$ cat src/ltf_pkg.sv
// Package for the laser tuning flag latch block: register map, fields, resets
package ltf_pkg;

    // Lane count covered by one bank
    localparam int LTF_LANES = 8;
    localparam int LTF_NFLAG = 6;

    // Register indices; the byte address on the bus is four times the index
    localparam logic [7:0] LTF_IDX_STATUS = 8'hDE;  // Live status, one byte per lane
    localparam logic [7:0] LTF_IDX_SUMMARY = 8'hE6; // Flag summary, one bit per lane
    localparam logic [7:0] LTF_IDX_FLAGS = 8'hE7;   // Latched flags, one byte per lane
    localparam logic [7:0] LTF_IDX_MASK = 8'hEF;    // Flag masks, one byte per lane

    // Live status byte fields
    localparam int LTF_ST_LOCK_LOST = 0;
    localparam int LTF_ST_BUSY = 1;

    // Flag byte fields
    localparam int LTF_FL_TUNE_DONE = 0;
    localparam int LTF_FL_LOCK_LOST = 1;
    localparam int LTF_FL_BAD_CHAN = 2;
    localparam int LTF_FL_REJECT = 3;
    localparam int LTF_FL_FINE_OOR = 4;
    localparam int LTF_FL_POWER_OOR = 5;

    // Reset values
    localparam logic [5:0] LTF_FLAG_RST = 6'h00;
    localparam logic [5:0] LTF_MASK_RST = 6'h3F;
    localparam logic [31:0] LTF_RDATA_RST = 32'h0000_0000;

    // AHB-Lite encodings used by the slave
    localparam logic [1:0] LTF_HTRANS_NONSEQ = 2'h2;
    localparam logic [1:0] LTF_HTRANS_SEQ = 2'h3;
    localparam logic [2:0] LTF_HSIZE_WORD = 3'h2;
    localparam logic LTF_HRESP_OKAY = 1'b0;

    // State of the block, apart from the summary, ready and response output flops
    typedef struct packed {
        logic [LTF_LANES-1:0][LTF_NFLAG-1:0] flags; // Latched flags per lane
        logic [LTF_LANES-1:0][LTF_NFLAG-1:0] mask;  // Interrupt masks per lane
        logic [LTF_LANES-1:0] busy;                 // Registered tuning busy
        logic [LTF_LANES-1:0] lock_lost;            // Registered lock lost
        logic wr_pend;                              // Write data phase due
        logic [7:0] wr_idx;                         // Index of pending write
        logic [31:0] rdata;                         // Read data for data phase
        logic irq;                                  // Interrupt level
    } ltf_state_t;

    localparam ltf_state_t LTF_STATE_RST = '{
        flags: {LTF_LANES{LTF_FLAG_RST}},
        mask: {LTF_LANES{LTF_MASK_RST}},
        busy: '0,
        lock_lost: '0,
        wr_pend: 1'b0,
        wr_idx: 8'h00,
        rdata: LTF_RDATA_RST,
        irq: 1'b0
    };

endpackage : ltf_pkg

$ cat src/ltf_flag_latches.sv
// Laser tuning status, latched flags, summary and masks behind an AHB-Lite slave
// Operation
// - Per-lane busy status is high while tuning, fine offset or power settling.
// - Status byte bit 0 shows live lock state, 1 meaning unlocked.
// - Summary bit n-1 is set exactly when lane n has any flag set.
// - Reading a lane flag byte clears its latched flags.
// - Flag bit 5 latches on an out-of-range target power write.
// - Flag bit 4 latches on an out-of-range fine frequency offset.
// - Flag bit 3 latches when a grid or channel change cannot be served.
// - Rejected-tuning flag clears once channel or grid is reprogrammed successfully.
// - Power or offset change during tuning may raise the rejected-tuning flag.
// - Flag bit 2 latches when channel number is outside advertised range.
// - Flag bit 1 latches while the live lock-lost status is high.
// - Flag bit 0 latches when a tuning operation finishes.
// - Per-lane byte arrays place lane 1 at the lowest address.
// - Per-lane bit vectors place lane 1 at bit 0.
// - Mask bits reset to 1; a set mask keeps its flag off the interrupt.
//
// Implementation choice: the AHB-Lite interface to the registers.
`timescale 1ns/100ps

module ltf_flag_latches
    import ltf_pkg::*;
(
    input wire logic I_REF_CLK,                      // 20 MHz clock
    input wire logic I_RESET_N,                      // Async reset, active low
    // AHB-Lite slave
    input wire logic I_HSEL,                         // Slave select
    input wire logic [31:0] I_HADDR,                 // Byte address
    input wire logic [1:0] I_HTRANS,                 // Transfer type
    input wire logic I_HWRITE,                       // Write when high
    input wire logic [2:0] I_HSIZE,                  // Transfer size
    input wire logic I_HREADY,                       // Bus ready
    input wire logic [31:0] I_HWDATA,                // Write data
    output logic [31:0] O_HRDATA,                    // Read data
    output logic O_HREADYOUT,                        // Slave ready
    output logic O_HRESP,                            // Response, always OKAY
    // Laser control side, one bit per lane, lane 1 at bit 0, except I_REJECT_ON_BUSY and O_IRQ
    input wire logic [LTF_LANES-1:0] I_TUNE_BUSY,    // Tuning in progress
    input wire logic [LTF_LANES-1:0] I_LOCK_LOST,    // Wavelength unlocked
    input wire logic [LTF_LANES-1:0] I_POWER_OOR,    // Bad target power written
    input wire logic [LTF_LANES-1:0] I_FINE_OOR,     // Bad fine offset written
    input wire logic [LTF_LANES-1:0] I_TUNE_REJECT,  // Grid/channel change unserved
    input wire logic [LTF_LANES-1:0] I_RETUNE_OK,    // Grid/channel reprogrammed fine
    input wire logic [LTF_LANES-1:0] I_BAD_CHAN,     // Channel out of range
    input wire logic [LTF_LANES-1:0] I_POWER_WR,     // Target power written
    input wire logic [LTF_LANES-1:0] I_FINE_WR,      // Fine offset written
    input wire logic I_REJECT_ON_BUSY,               // Reject writes during tuning
    output logic [LTF_LANES-1:0] O_FLAG_SUMMARY,     // Per-lane summary
    output logic O_IRQ                               // Level interrupt, active high
);

    ltf_state_t st;
    ltf_state_t next_st;

    // Address-phase qualifiers
    logic addr_valid;
    logic [7:0] addr_idx;
    logic rd_req;
    logic wr_req;

    // Index decode into a lane of a per-lane array
    function automatic logic in_array(input logic [7:0] idx, input logic [7:0] base);
        logic [7:0] diff;
        diff = idx - base;
        return (idx >= base) && (diff < 8'(LTF_LANES));
    endfunction : in_array

    // Lane number of an array index
    function automatic logic [2:0] lane_of(input logic [7:0] idx, input logic [7:0] base);
        logic [7:0] diff;
        diff = idx - base;
        return diff[2:0];
    endfunction : lane_of

    // Summary vector from the latched flags
    function automatic logic [LTF_LANES-1:0] summary_of(
        input logic [LTF_LANES-1:0][LTF_NFLAG-1:0] fl
    );
        logic [LTF_LANES-1:0] s;
        s = '0;
        for (int i = 0; i < LTF_LANES; i++) begin
            s[i] = |fl[i];
        end
        return s;
    endfunction : summary_of

    // Bus request decode; writes need whole aligned words, reads take any size or address
    assign addr_valid = I_HSEL && I_HREADY
        && ((I_HTRANS == LTF_HTRANS_NONSEQ) || (I_HTRANS == LTF_HTRANS_SEQ));
    assign addr_idx = I_HADDR[9:2];
    assign rd_req = addr_valid && !I_HWRITE;
    assign wr_req = addr_valid && I_HWRITE && (I_HSIZE == LTF_HSIZE_WORD)
        && (I_HADDR[31:10] == 22'h000000) && (I_HADDR[1:0] == 2'h0);

    // Next state of flags, masks, bus and interrupt
    always_comb begin
        logic [LTF_LANES-1:0][LTF_NFLAG-1:0] set_ev;
        logic [LTF_LANES-1:0] done_ev;
        logic [LTF_LANES-1:0] busy_now;
        logic [2:0] ln;
        logic [31:0] rd;
        logic [LTF_LANES-1:0][LTF_NFLAG-1:0] unmasked;
        set_ev = '0;
        done_ev = '0;
        busy_now = '0;
        ln = 3'h0;
        rd = 32'h0000_0000;
        unmasked = '0;
        next_st = st;

        busy_now = I_TUNE_BUSY;
        next_st.busy = busy_now;
        next_st.lock_lost = I_LOCK_LOST;
        done_ev = st.busy & ~busy_now;

        // Collect set events per lane
        for (int i = 0; i < LTF_LANES; i++) begin
            set_ev[i][LTF_FL_POWER_OOR] = I_POWER_OOR[i];
            set_ev[i][LTF_FL_FINE_OOR] = I_FINE_OOR[i];
            set_ev[i][LTF_FL_REJECT] = I_TUNE_REJECT[i]
                || (I_REJECT_ON_BUSY && st.busy[i] && (I_POWER_WR[i] || I_FINE_WR[i]));
            set_ev[i][LTF_FL_BAD_CHAN] = I_BAD_CHAN[i];
            set_ev[i][LTF_FL_LOCK_LOST] = I_LOCK_LOST[i];
            set_ev[i][LTF_FL_TUNE_DONE] = done_ev[i];
        end

        // Write data phase: only mask bytes are writable
        next_st.wr_pend = 1'b0;
        if (st.wr_pend && in_array(st.wr_idx, LTF_IDX_MASK)) begin
            ln = lane_of(st.wr_idx, LTF_IDX_MASK);
            next_st.mask[ln] = I_HWDATA[LTF_NFLAG-1:0];
        end
        if (wr_req) begin
            next_st.wr_pend = 1'b1;
            next_st.wr_idx = addr_idx;
        end

        // Read data built in address phase, sees a mask write just completing
        if (rd_req) begin
            if (in_array(addr_idx, LTF_IDX_STATUS)) begin
                ln = lane_of(addr_idx, LTF_IDX_STATUS);
                rd[LTF_ST_BUSY] = st.busy[ln];
                rd[LTF_ST_LOCK_LOST] = st.lock_lost[ln];
            end else if (addr_idx == LTF_IDX_SUMMARY) begin
                rd[LTF_LANES-1:0] = summary_of(st.flags);
            end else if (in_array(addr_idx, LTF_IDX_FLAGS)) begin
                ln = lane_of(addr_idx, LTF_IDX_FLAGS);
                rd[LTF_NFLAG-1:0] = st.flags[ln];
                next_st.flags[ln] = LTF_FLAG_RST;
            end else if (in_array(addr_idx, LTF_IDX_MASK)) begin
                ln = lane_of(addr_idx, LTF_IDX_MASK);
                rd[LTF_NFLAG-1:0] = next_st.mask[ln];
            end
        end
        next_st.rdata = rd;

        for (int i = 0; i < LTF_LANES; i++) begin
            if (I_RETUNE_OK[i]) begin
                next_st.flags[i][LTF_FL_REJECT] = 1'b0;
            end
        end

        for (int i = 0; i < LTF_LANES; i++) begin
            next_st.flags[i] = next_st.flags[i] | set_ev[i];
        end

        for (int i = 0; i < LTF_LANES; i++) begin
            unmasked[i] = next_st.flags[i] & ~next_st.mask[i];
        end
        next_st.irq = |unmasked;
    end

    // State register
    always_ff @(posedge I_REF_CLK or negedge I_RESET_N) begin
        if (!I_RESET_N) begin
            st <= LTF_STATE_RST;
        end else begin
            st <= next_st;
        end
    end

    // Summary output kept in its own flops
    always_ff @(posedge I_REF_CLK or negedge I_RESET_N) begin
        if (!I_RESET_N) begin
            O_FLAG_SUMMARY <= '0;
            O_HREADYOUT <= 1'b0;
        end else begin
            O_FLAG_SUMMARY <= summary_of(next_st.flags);
            O_HREADYOUT <= 1'b1;
        end
    end

    // Response output in its own flop; read data and interrupt straight from state flops
    always_ff @(posedge I_REF_CLK or negedge I_RESET_N) begin
        if (!I_RESET_N) begin
            O_HRESP <= LTF_HRESP_OKAY;
        end else begin
            O_HRESP <= LTF_HRESP_OKAY;
        end
    end

    assign O_HRDATA = st.rdata;
    assign O_IRQ = st.irq;

endmodule : ltf_flag_latches

$ cat config.mk
export PLATFORM = sky130hd
export DESIGN_NAME = ltf_flag_latches
export DESIGN_NICKNAME = d
export VERILOG_FILES = /design/src/ltf_pkg.sv /design/src/ltf_flag_latches.sv
export SDC_FILE = /design/constraint.sdc
export NUM_CORES = 1
export LEC_CHECK = 0
export ABC_AREA = 1
export BUFFER_PORTS_ARGS = -buffer_cell sky130_fd_sc_hd__buf_4
export CELL_PAD_IN_SITES_DETAIL_PLACEMENT = 1
export CELL_PAD_IN_SITES_GLOBAL_PLACEMENT = 1
export CORE_MARGIN = 1
export CORE_UTILIZATION = 35
export CTS_CLUSTER_SIZE = 25
export DETAILED_ROUTE_END_ITERATION = 16
export PLACE_DENSITY_LB_ADDON = 0.3
export SYNTH_ARGS = -nofsm -noshare
export SYNTH_HDL_FRONTEND = slang
export SYNTH_SLANG_ARGS = --single-unit
$ cat constraint.sdc
create_clock -name I_REF_CLK -period 1.96 [get_ports I_REF_CLK]
set_input_delay 0.098 -clock I_REF_CLK [delete_from_list [all_inputs] [get_ports I_REF_CLK]]
set_output_delay 0.098 -clock I_REF_CLK [all_outputs]
set_load 0.01 [all_outputs]
==> impl_metrics.sql, run 1 <==
INSERT INTO impl_metrics (metric_group, metric, value, unit) VALUES
('min_path', 'hold_path_class', 'in -> reg', ''),
('global_routing', 'grt_util_all_layers', '28.9', '%'),
('final_layout', 'n_antenna_cell', '0', ''),
('logic_synthesis', 'ys_types', '42', ''),
('sta', 'drv_slew', '0', ''),
('floorplan', 'ioPinCount', '190', ''),
('min_path', 'hold-path-endpoint', 'st[109]', ''),
('outcome', 'run_status', 'complete, but fails checks', ''),
('sta', 'final_min_period_over_clock_period', '120', '%'),
('detailed_routing', 'route.final.wire_length', '35.6', 'mm'),
('critical_path', 'crit_fanout', '7', ''),
('floorplan', 'core_region_area', '23500', 'um2'),
('logic_synthesis', 'synth_seq_cells', '139', ''),
('detailed_routing', 'vias_per_instance', '5.04', ''),
('critical_path', 'setup.worst_path.start_class', 'flip-flop', ''),
('critical_path', 'reg2reg_depth', '18', ''),
('detailed_routing', 'detail-route-antenna-nets', '0', ''),
('clock_tree', 'cts_inserted_buffers', '17', ''),
('clock_tree', 'max-clock-path-buffers', '2', ''),
('min_path', 'hp-start', 'I_RETUNE_OK[0]', ''),
('critical_path', 'r2r-start', 'st[34]', ''),
('detailed_routing', 'drcViolationCount', '0', ''),
('sta', 'fin_ws', '-0.395', 'ns'),
('flow_run', 'cap_viol_max_count', '0', ''),
('detailed_routing', 'via_count', '9382', ''),
('clock_tree', 'cts_root_buffer', 'clkbuf_16', ''),
('global_routing', 'antenna_found_initial', '0', ''),
('critical_path', 'timing.rr.end', 'O_IRQ', ''),
('critical_path', 'cp.arrival', '2.67', 'ns'),
('floorplan', 'die-width', '157', 'um'),
('final_layout', 'layout_common_cells', 'nand2_1 (410), buf_4 (300), inv_1 (172), dfrtp_1 (89), nor2_1 (71)', ''),
('critical_path', 'critical_path_launch_point', 'st[34]', ''),
('global_routing', 'grt_start_max_net_pins', '49', ''),
('logic_synthesis', 'mapped_area', '8380', 'um2'),
('critical_path', 'cp_slowest_stage_delay', '0.41', 'ns'),
('detailed_routing', 'route.detailed.wl_per_inst', '19.1', 'um'),
('final_layout', 'finalInstanceArea', '12400', 'um2'),
('clock_tree', 'cts-htree-levels', '4', ''),
('final_layout', 'area.growth.synth_to_final', '48.3', '%'),
('place', 'place_area', '10800', 'um2'),
('sta', 'grt_setup_unrepaired', 'true', ''),
('critical_path', 'timing.critical_path.buf_inv', '4', ''),
('sta', 'clock_skew', '0.0104', 'ns'),
('detailed_routing', 'firstDrtPassIters', '4', ''),
('sta', 'setup-violations-final', '8', ''),
('global_routing', 'overflow', '0', ''),
('critical_path', 'cpMostUsedCell', 'nand2_1', ''),
('clock_tree', 'cts.clk_slew.worst_paths', '0.07', 'ns'),
('critical_path', 'worst_endpoint_required_time', '2.27', 'ns'),
('critical_path', 'cp_cell_sequence', 'ha_4, nand2_4, inv_4, nand3_2, nand2_4, nor2_8, buf_8, nand2_8, buf_4, nand2_1, o21ai_4, inv_1, nand2_1, nand2_2, nor2_2, nand2_1, nor2_2, nand3_1', ''),
('final_layout', 'finish.net_count', '1681', ''),
('outcome', 'violations', 'setup timing', ''),
('sta', 'max-slew-margin-rel', '57.4', '%'),
('final_layout', 'post_route_cells_drive_above_1_share', '35.2', '%'),
('critical_path', 'endpoint_kind', 'flip-flop', ''),
('pwr', 'p_per_area', '566', 'nW/um2'),
('logic_synthesis', 'yosys_warnings', '0', ''),
('critical_path', 'slowest_stage', 'dfrtp_1', ''),
('clock_tree', 'clock_latency', '0.44', 'ns'),
('sta', 'tightestPinTransition', '0.638', 'ns'),
('place', 'detailedPlace.worstSlack', '-0.497', 'ns'),
('pwr', 'vdd_drop_max', '362', 'uV'),
('final_layout', 'layout.cells.most_common', 'nand2_1', ''),
('logic_synthesis', 'synth_cells', '1200', ''),
('clock_tree', 'tritoncts_num_sinks', '139', ''),
('floorplan', 'die_area', '24600', 'um2'),
('detailed_routing', 'first_iter_violations', '461', ''),
('min_path', 'holdPathStages', '4', ''),
('floorplan', 'num_rows', '56', ''),
('critical_path', 'worstSetupPathType', 'reg -> reg', ''),
('pwr', 'p_leak', '6.70', 'nW');
[how the worst max path moves through the flow]
stage,endpoint,slack (ns),cells after the start
after floorplan,O_IRQ,-0.02,17
final,O_IRQ,-0.39,18
after global placement,O_IRQ,-0.38,18
after detailed placement,O_IRQ,-0.50,18
after CTS,O_IRQ,-0.29,16
after global routing,O_IRQ,-0.53,15
[per-stage QoR]
step / cells / setup TNS [ns] / hold slack, ns / power [mW]
6_report: 1862 / -2.16 / 0.00150 / 7.03
5_1_grt: 1862 / -3.33 / 0.0167 / 7.25
4_1_cts: 1848 / -1.89 / 0.00240 / 7.02
3_5_place_dp: 1775 / -4.79 / 0.103 / 3.80
3_3_place_gp: 1775 / -3.48 / 0.100 / 3.78
2_1_floorplan: 1224 / -0.0209 / -0.198 / 3.32
[worst reg2reg max path, cell delays in order, from the launching register on]
cell and delay [ns]:
dfrtp_1 0.41, ha_4 0.21, nand2_4 0.09, inv_4 0.07
nand3_2 0.08, nand2_4 0.10, nor2_8 0.05, buf_8 0.15
nand2_8 0.12, buf_4 0.13, nand2_1 0.09, o21ai_4 0.09
inv_1 0.07, nand2_1 0.09, nand2_2 0.06, nor2_2 0.11
nand2_1 0.09, nor2_2 0.12, nand3_1 0.10
[cells by family (layout without fill, tap and decap cells)]
group | count (synthesis) | in the layout | synth area share, %
compound gates | 116 | 116 | 8.28
xor+xnor | 1 | 1 | 0.104
fa+ha+maj | 4 | 4 | 0.597
buf+inv | 259 | 578 | 13.7
flops | 139 | 139 | 42.2
mux | 5 | 5 | 0.597
other cells | 2 | 26 | 0.0896
simple gates | 674 | 674 | 34.5
[state kept, by name, summed over array words and instances, names as in the netlist]
signal / count
st: 121
O_FLAG_SUMMARY: 8
O_HRDATA: 8
O_HREADYOUT: 1
O_IRQ: 1
[synthesized netlist by cell type]
cell type / instances / area, um2
nand2_1: 438 / 1640
inv_1: 183 / 687
dfrtp_1: 91 / 2280
nor2_1: 81 / 304
nand3_1: 79 / 395
o21ai_0: 53 / 265
dfstp_2: 48 / 1260
buf_4: 37 / 278
nand4_1: 20 / 125
nor4_1: 17 / 106
o21ai_1: 15 / 75.1
clkbuf_1: 13 / 48.8
buf_2: 10 / 50.1
a31oi_1: 9 / 56.3
inv_2: 9 / 33.8
a22oi_1: 8 / 60.1
or2_2: 8 / 50.1
nand2_2: 7 / 43.8
o21ai_2: 7 / 61.3
a21oi_1: 6 / 30.0
mux2i_1: 5 / 50.1
nand2_4: 5 / 56.3
a21oi_2: 4 / 35.0
ha_1: 4 / 50.1
nand3_2: 4 / 40.0
nor2_2: 4 / 25.0
o211ai_1: 4 / 30.0
o21bai_1: 4 / 30.0
or4_1: 4 / 30.0
buf_1: 3 / 11.3
buf_6: 3 / 33.8
o41ai_1: 3 / 26.3
a311oi_1: 2 / 17.5
conb_1: 2 / 7.51
nand3b_1: 2 / 15.0
nor2_4: 2 / 22.5
a211oi_1: 1 / 7.51
and3_1: 1 / 6.26
clkinv_1: 1 / 3.75
nor2_8: 1 / 20.0
nor3_1: 1 / 5.00
xor2_1: 1 / 8.76
[cell type report]
cell class | instances | area (um2)
Clock buffer | 20 | 447
Clock inverter | 12 | 118
Fill cell | 2932 | 11000
Inverter | 193 | 734
Multi-Input combinational cell | 826 | 4340
Sequential cell | 139 | 3540
Tap cell | 319 | 399
Timing Repair Buffer | 353 | 2860
[layer usage]
| layer | vias to the layer above | GRT usage (%) | wire, um |
|---|---|---|---|
| met5 | - | 0 | 0 |
| met1 | 4654 | 36.0 | 15000 |
| met3 | 84 | 4.32 | 1720 |
| li1 | 4361 | - | - |
| met2 | 283 | 50.2 | 17500 |
| met4 | 0 | 11.1 | 1380 |
[power by group]
part	total [mW]	internal [mW]	switching (mW)
clock	3.18	1.79	1.39
combinational	0.914	0.390	0.524
sequential	2.94	2.91	0.0273
[timing repair]
item | in CTS | in global routing
setup buffers | 6 | 15
hold buffers | 35 | 0
endpoints found under the hold margin | 62 | 0
gates resized for setup | 48 | 96
cloned | 0 | 0
setup endpoints to repair | 9 | 16
pin swaps | 23 | 46
Note: power is estimated with default switching activity, not from simulation.
==> run 2, diff against run 1 <==
RECOVER_POWER = 100   (was unset)
==> impl_metrics.sql, run 2 (synthesis results as in run 1) <==
INSERT INTO impl_metrics (metric_group, metric, value, unit) VALUES
('pwr', 'p_leak', '6.55', 'nW'),
('pwr', 'p_per_area', '574', 'nW/um2'),
('final_layout', 'largest-register', 'st', ''),
('sta', 'max_freq', '420', 'MHz'),
('final_layout', 'layout_common_cells', 'nand2_1 (413), buf_4 (238), inv_1 (173), dfrtp_1 (89), nor2_1 (72)', ''),
('final_layout', 'layout.cells.most_common', 'nand2_1', ''),
('sta', 'final_min_period_over_clock_period', '122', '%'),
('final_layout', 'fillerInstances', '2971', ''),
('sta', 'tightestPinTransition', '1.40', 'ns'),
('critical_path', 'critical_path.endpoint', 'O_IRQ', ''),
('final_layout', 'post_route_cells_drive_above_1_share', '32.2', '%'),
('place', 'hpwlAfterDp', '25.5', 'mm'),
('outcome', 'run_status', 'complete, but fails checks', ''),
('detailed_routing', 'detail-route-antenna-nets', '0', ''),
('detailed_routing', 'first_iter_violations', '480', ''),
('clock_tree', 'max-clock-path-buffers', '2', ''),
('final_layout', 'area.growth.synth_to_final', '45.8', '%'),
('sta', 'max-slew-margin-rel', '6.64', '%'),
('critical_path', 'cp.arrival', '2.70', 'ns'),
('detailed_routing', 'drcViolationCount', '0', ''),
('critical_path', 'crit_fanout', '7', ''),
('global_routing', 'grt_most_used_layer', 'met2', ''),
('critical_path', 'slowest_stage', 'dfrtp_1', ''),
('critical_path', 'endpoint_kind', 'flip-flop', ''),
('floorplan', 'fp.dieH', '157', 'um'),
('sta', 'timing.final.hold_violations', '0', ''),
('final_layout', 'finish.net_count', '1681', ''),
('clock_tree', 'cts_inserted_buffers', '17', ''),
('global_routing', 'groute.layer.met3.usage', '4.32', '%'),
('critical_path', 'critical-path-top-delay-family', 'simple AND/OR/NAND/NOR gates', ''),
('place', 'place_area', '10800', 'um2'),
('critical_path', 'timing.critical_path.buf_inv', '4', ''),
('pwr', 'vdd_drop_max', '363', 'uV'),
('global_routing', 'grt_start_max_net_pins', '49', ''),
('outcome', 'violations', 'setup timing', ''),
('floorplan', 'core_region_area', '23500', 'um2'),
('detailed_routing', 'vias_per_instance', '4.99', ''),
('critical_path', 'cp_cell_sequence', 'ha_4, nand2_4, inv_4, nand3_2, nand2_4, nor2_8, buf_8, nand2_8, buf_4, nand2_1, o21ai_4, inv_1, nand2_1, nand2_2, nor2_2, nand2_1, nor2_2, nand3_1', ''),
('detailed_routing', 'route.detailed.wl_per_inst', '19.1', 'um'),
('sta', 'fin_ws', '-0.423', 'ns'),
('floorplan', 'initial_utilization', '35.7', '%'),
('critical_path', 'reg2reg_depth', '18', ''),
('clock_tree', 'tritoncts_num_sinks', '139', ''),
('detailed_routing', 'route.final.wire_length', '35.6', 'mm'),
('sta', 'finalWorstPathRequiredPeriod', '2.38', 'ns'),
('sta', 'setup-violations-final', '12', ''),
('final_layout', 'largest_register_ff_count', '121', ''),
('global_routing', 'globalRouteMet1Util', '36.0', '%'),
('critical_path', 'cpMostUsedCell', 'nand2_1', ''),
('final_layout', 'finalInstanceArea', '12200', 'um2'),
('place', 'detailedPlace.worstSlack', '-0.497', 'ns'),
('critical_path', 'r2r-start', 'st[34]', ''),
('final_layout', 'seqCellArea', '3540', 'um2'),
('floorplan', 'num_rows', '56', ''),
('critical_path', 'timing.reg2reg.setup_slack', '-0.42', 'ns'),
('sta', 'drv_slew', '0', ''),
('global_routing', 'grt_util_all_layers', '28.9', '%'),
('clock_tree', 'tritoncts', 'yes', ''),
('floorplan', 'ioPinCount', '190', ''),
('clock_tree', 'cts_root_buffer', 'clkbuf_16', ''),
('min_path', 'holdPathStages', '4', ''),
('flow_run', 'cap_viol_max_count', '0', ''),
('global_routing', 'wire_length_of_the_first_global_routing_pass', '53.3', 'mm'),
('critical_path', 'timing.rr.end', 'O_IRQ', ''),
('global_routing', 'first_global_vias', '9901', ''),
('detailed_routing', 'firstDrtPassIters', '4', ''),
('place', 'place.gp.congestion', '0.875', ''),
('clock_tree', 'cts-htree-levels', '4', ''),
('sta', 'grt_setup_unrepaired', 'true', ''),
('pwr', 'totalPowerFinal', '7.01', 'mW'),
('floorplan', 'die-width', '157', 'um'),
('sta', 'clock_skew', '0.0112', 'ns'),
('global_routing', 'gr-usage-met2', '50.2', '%'),
('final_layout', 'n_antenna_cell', '0', ''),
('detailed_routing', 'via_count', '9291', ''),
('final_layout', 'multi_input_comb_area', '4320', 'um2'),
('clock_tree', 'clock_latency', '0.44', 'ns'),
('critical_path', 'setup.worst_path.start_class', 'flip-flop', ''),
('critical_path', 'critical_path_launch_point', 'st[34]', ''),
('floorplan', 'die_area', '24600', 'um2'),
('critical_path', 'cp_slowest_stage_delay', '0.41', 'ns'),
('global_routing', 'antenna_found_initial', '0', ''),
('clock_tree', 'cts.clk_slew.worst_paths', '0.07', 'ns'),
('place', 'place_inst', '1775', ''),
('place', 'placement.io_buffers', '137', ''),
('global_routing', 'overflow', '0', ''),
('min_path', 'hold_path_class', 'in -> reg', ''),
('critical_path', 'cp_num_cells', '18', ''),
('critical_path', 'worst_endpoint_required_time', '2.27', 'ns'),
('final_layout', 'post_layout_nonfiller_instances', '1862', ''),
('critical_path', 'worstSetupPathType', 'reg -> reg', '');
[run 2: cell types whose count changed in the layout (fill, tap and decap cells not counted), moves of 3 or more]
cell | before | now
clkbuf_4 | 0 | 25
clkbuf_1 | 2 | 42
buf_4 | 300 | 238
nand2_1 | 410 | 413
nand2_2 | 29 | 26
buf_12 | 5 | 2
[run 2: layout make-up]
type	instances	area share, %
Multi-Input combinational cell	826	35.3
Sequential cell	139	29.0
Timing Repair Buffer	353	21.8
Inverter	193	6.01
Clock buffer	20	3.66
Tap cell	319	3.27
Clock inverter	12	0.962
[run 2: worst min-delay path: cells and delay by family]
family,cells,cell delay [ns]
buffers and inverters,1,0.08
and+or+nand+nor,3,0.19
[run 2: per-stage QoR]
stage / hold slack (ns) / setup TNS [ns] / utilization (%)
6_report: 0.00715 / -2.61 / 52.1
5_1_grt: 0.0317 / -7.82 / 52.1
4_1_cts: 0.00240 / -1.89 / 51.0
3_5_place_dp: 0.103 / -4.79 / 46.0
3_3_place_gp: 0.100 / -3.48 / 46.0
2_1_floorplan: -0.198 / -0.0209 / -
[run 2: how the worst min path moves through the flow]
stage | slack [ns] | start | to
finish | 0.007 | I_RETUNE_OK[0] | st[109]
global route | 0.03 | I_BAD_CHAN[3] | st[126]
CTS | 0.002 | I_BAD_CHAN[0] | st[108]
detailed placement | 0.10 | I_RESET_N | O_FLAG_SUMMARY[0]
global placement | 0.10 | I_RESET_N | st[43]
floorplan | -0.20 | I_RESET_N | O_FLAG_SUMMARY[0]
[run 2: layer usage]
layer | vias to the layer above | routed length, um
met5 | - | 0
met4 | 0 | 1350
met3 | 79 | 1750
met2 | 281 | 17500
met1 | 4579 | 15000
li1 | 4352 | -
[run 2: what timing repair did]
item,in CTS,in global routing
setup buffers,6,15
endpoints found under the hold margin,62,0
gates resized for setup,48,96
pin swaps,23,46
setup endpoints to repair,9,16
hold buffers,35,0
[run 2: power by group]
part           total, mW  internal, mW  leakage (nW)  switching, mW
logic              0.887         0.368          4.84          0.519
registers           2.94          2.91          1.44         0.0267
clock network       3.19          1.79         0.263           1.40
total               7.01          5.07          6.55           1.94
==> run 3, diff against run 2 <==
PLACE_DENSITY_LB_ADDON = 0.05   (was 0.3)
==> impl_metrics.sql, run 3 (synthesis results as in run 1) <==
INSERT INTO impl_metrics (metric_group, metric, value, unit) VALUES
('outcome', 'run_status', 'complete, but fails checks', ''),
('outcome', 'violations', 'setup timing', ''),
('detailed_routing', 'via_count', '9072', ''),
('sta', 'final_min_period_over_clock_period', '114', '%'),
('clock_tree', 'tritoncts_num_sinks', '139', ''),
('sta', 'max_freq', '447', 'MHz'),
('floorplan', 'core_region_area', '23500', 'um2'),
('clock_tree', 'clock_latency', '0.43', 'ns'),
('detailed_routing', 'drcViolationCount', '0', ''),
('final_layout', 'finish.net_count', '1680', ''),
('detailed_routing', 'first_iter_violations', '376', ''),
('detailed_routing', 'route.final.wire_length', '34.6', 'mm'),
('sta', 'hold-worst-slack', '0.0349', 'ns'),
('global_routing', 'globalRouteMet1Util', '37.1', '%'),
('detailed_routing', 'detail-route-antenna-nets', '0', ''),
('critical_path', 'cp_slowest_stage_delay', '0.42', 'ns'),
('floorplan', 'num_rows', '56', ''),
('final_layout', 'largest-register', 'st', ''),
('critical_path', 'worstSetupPathType', 'reg -> reg', ''),
('global_routing', 'grt_most_used_layer', 'met2', ''),
('critical_path', 'timing.critical_path.buf_inv', '3', ''),
('clock_tree', 'cts.clk_slew.worst_paths', '0.06', 'ns'),
('pwr', 'vdd_drop_max', '519', 'uV'),
('global_routing', 'grt_start_max_net_pins', '52', ''),
('critical_path', 'r2r-start', 'st[33]', ''),
('detailed_routing', 'vias_per_instance', '4.87', ''),
('clock_tree', 'cts-htree-levels', '4', ''),
('place', 'place.gp.congestion', '0.883', ''),
('floorplan', 'ioPinCount', '190', ''),
('critical_path', 'endpoint_kind', 'flip-flop', ''),
('critical_path', 'timing.reg2reg.setup_slack', '-0.28', 'ns'),
('sta', 'max-slew-margin-rel', '2.32', '%'),
('clock_tree', 'max-clock-path-buffers', '2', ''),
('sta', 'timing.final.hold_violations', '0', ''),
('clock_tree', 'tritoncts', 'yes', ''),
('clock_tree', 'cts_root_buffer', 'clkbuf_16', ''),
('min_path', 'hold_path_class', 'in -> reg', ''),
('global_routing', 'antenna_found_initial', '0', ''),
('final_layout', 'fillerInstances', '2994', ''),
('final_layout', 'layout.cells.most_common', 'nand2_1', ''),
('final_layout', 'area.growth.synth_to_final', '47.9', '%'),
('global_routing', 'grt_util_all_layers', '28.9', '%'),
('critical_path', 'crit_fanout', '8', ''),
('sta', 'fin_ws', '-0.278', 'ns'),
('sta', 'finalWorstPathRequiredPeriod', '2.24', 'ns'),
('critical_path', 'setup.worst_path.start_class', 'flip-flop', ''),
('sta', 'clock_skew', '0.0130', 'ns'),
('place', 'hpwlAfterDp', '25.8', 'mm'),
('critical_path', 'reg2reg_depth', '16', ''),
('global_routing', 'first_global_vias', '9485', ''),
('detailed_routing', 'route.detailed.wl_per_inst', '18.6', 'um'),
('flow_run', 'cap_viol_max_count', '0', ''),
('floorplan', 'die-width', '157', 'um'),
('sta', 'tightestPinTransition', '1.47', 'ns'),
('detailed_routing', 'firstDrtPassIters', '5', ''),
('critical_path', 'timing.rr.end', 'O_IRQ', ''),
('floorplan', 'fp.dieH', '157', 'um'),
('sta', 'setup-violations-final', '15', ''),
('min_path', 'hp-start', 'I_TUNE_REJECT[1]', ''),
('pwr', 'p_per_area', '575', 'nW/um2'),
('final_layout', 'post_route_cells_drive_above_1_share', '34.0', '%'),
('critical_path', 'critical-path-top-delay-family', 'simple AND/OR/NAND/NOR gates', ''),
('critical_path', 'cp_cell_sequence', 'ha_4, nand2_4, inv_4, nand3_4, nand2_4, nor2_8, buf_6, nand2_8, o21ai_4, inv_1, nand2_1, nand2_2, nor2_4, nand2_2, nor2_2, nand3_1', ''),
('final_layout', 'multi_input_comb_area', '4430', 'um2'),
('critical_path', 'slowest_stage', 'dfrtp_1', ''),
('pwr', 'p_leak', '6.58', 'nW'),
('final_layout', 'final_core_util', '52.8', '%'),
('final_layout', 'n_antenna_cell', '0', ''),
('global_routing', 'wire_length_of_the_first_global_routing_pass', '52.2', 'mm'),
('sta', 'grt_setup_unrepaired', 'true', ''),
('min_path', 'hold-path-endpoint', 'st[115]', ''),
('global_routing', 'gr-usage-met2', '48.7', '%'),
('final_layout', 'largest_register_ff_count', '121', ''),
('global_routing', 'overflow', '0', ''),
('floorplan', 'initial_utilization', '35.7', '%'),
('floorplan', 'die_area', '24600', 'um2'),
('clock_tree', 'cts_inserted_buffers', '17', ''),
('final_layout', 'seqCellArea', '3540', 'um2'),
('place', 'placement.io_buffers', '137', ''),
('final_layout', 'layout_common_cells', 'nand2_1 (396), buf_4 (224), inv_1 (174), dfrtp_1 (89), nor2_1 (69)', ''),
('sta', 'drv_slew', '0', ''),
('critical_path', 'worst_endpoint_required_time', '2.27', 'ns'),
('global_routing', 'groute.layer.met3.usage', '4.24', '%'),
('min_path', 'holdPathStages', '3', ''),
('critical_path', 'cp.arrival', '2.55', 'ns');
## run 3: cell types whose count changed in the layout (fill, tap and decap cells not counted), moves of 8 or more
| cell | change |
|---|---|
| nand2_1 | -17 |
| buf_4 | -14 |
| nand3_1 | -9 |
| nand3_2 | +8 |
| nand2_2 | +15 |
| dlygate4sd3_1 | +8 |
## run 3: what timing repair did
action / in CTS / in global routing
endpoints found under the setup margin: 8 / 15
resized for setup: 80 / 95
gates cloned: 1 / 0
buffers inserted: 18 / 7
pin swaps: 30 / 43
endpoints found under the hold margin: 81 / 0
hold buffers: 43 / 0
## run 3: final cells by class
type	count	share of cell area, %
clock buffer	18	3.46
clock inverter	14	1.29
inverter	193	5.92
multi-input combinational	826	35.7
sequential	139	28.6
tap	319	3.22
timing repair buffer	352	21.9
## run 3: how the worst max path moves through the flow
stage / startpoint / end / slack (ns) / depth (start not counted)
2_1_floorplan: I_HADDR[2] / O_IRQ / -0.02 / 17
6_report: st[33] / O_IRQ / -0.28 / 16
3_5_place_dp: st[34] / O_IRQ / -0.63 / 16
3_3_place_gp: st[34] / O_IRQ / -0.54 / 16
5_1_grt: st[33] / O_IRQ / -0.40 / 16
4_1_cts: st[33] / O_IRQ / -0.32 / 16
## run 3: per-layer routing
| layer | part of all wire (%) | vias up |
|---|---|---|
| met3 | 4.4 | 55 |
| met4 | 3.2 | 0 |
| met2 | 49 | 221 |
| met5 | 0 | - |
| li1 | - | 4345 |
| met1 | 44 | 4451 |
## run 3: worst reg2reg max path, stage by stage (launching register included)
cell,delay (ns)
dfrtp_1,0.42
ha_4,0.20
nand2_4,0.10
inv_4,0.05
nand3_4,0.06
nand2_4,0.07
nor2_8,0.16
buf_6,0.16
nand2_8,0.09
o21ai_4,0.18
inv_1,0.07
nand2_1,0.09
nand2_2,0.07
nor2_4,0.13
nand2_2,0.08
nor2_2,0.11
nand3_1,0.08
## run 3: report_power, final
part | switching (mW) | total [mW] | internal (mW)
sequential | 0.0273 | 2.94 | 2.91
combinational | 0.520 | 0.897 | 0.377
clock | 1.39 | 3.30 | 1.90
## run 3: metrics by stage
stage	area, um2	std cells	setup TNS [ns]	setup WS (ns)	power [mW]
after global placement	10700	1761	-4.14	-0.543	3.79
after CTS	12200	1855	-1.51	-0.316	7.20
after detailed placement	10700	1761	-5.02	-0.631	3.80
after global routing	12400	1861	-7.41	-0.396	7.39
final	12400	1861	-2.22	-0.278	7.13
after floorplan	8530	1224	-0.0209	-0.0209	3.32
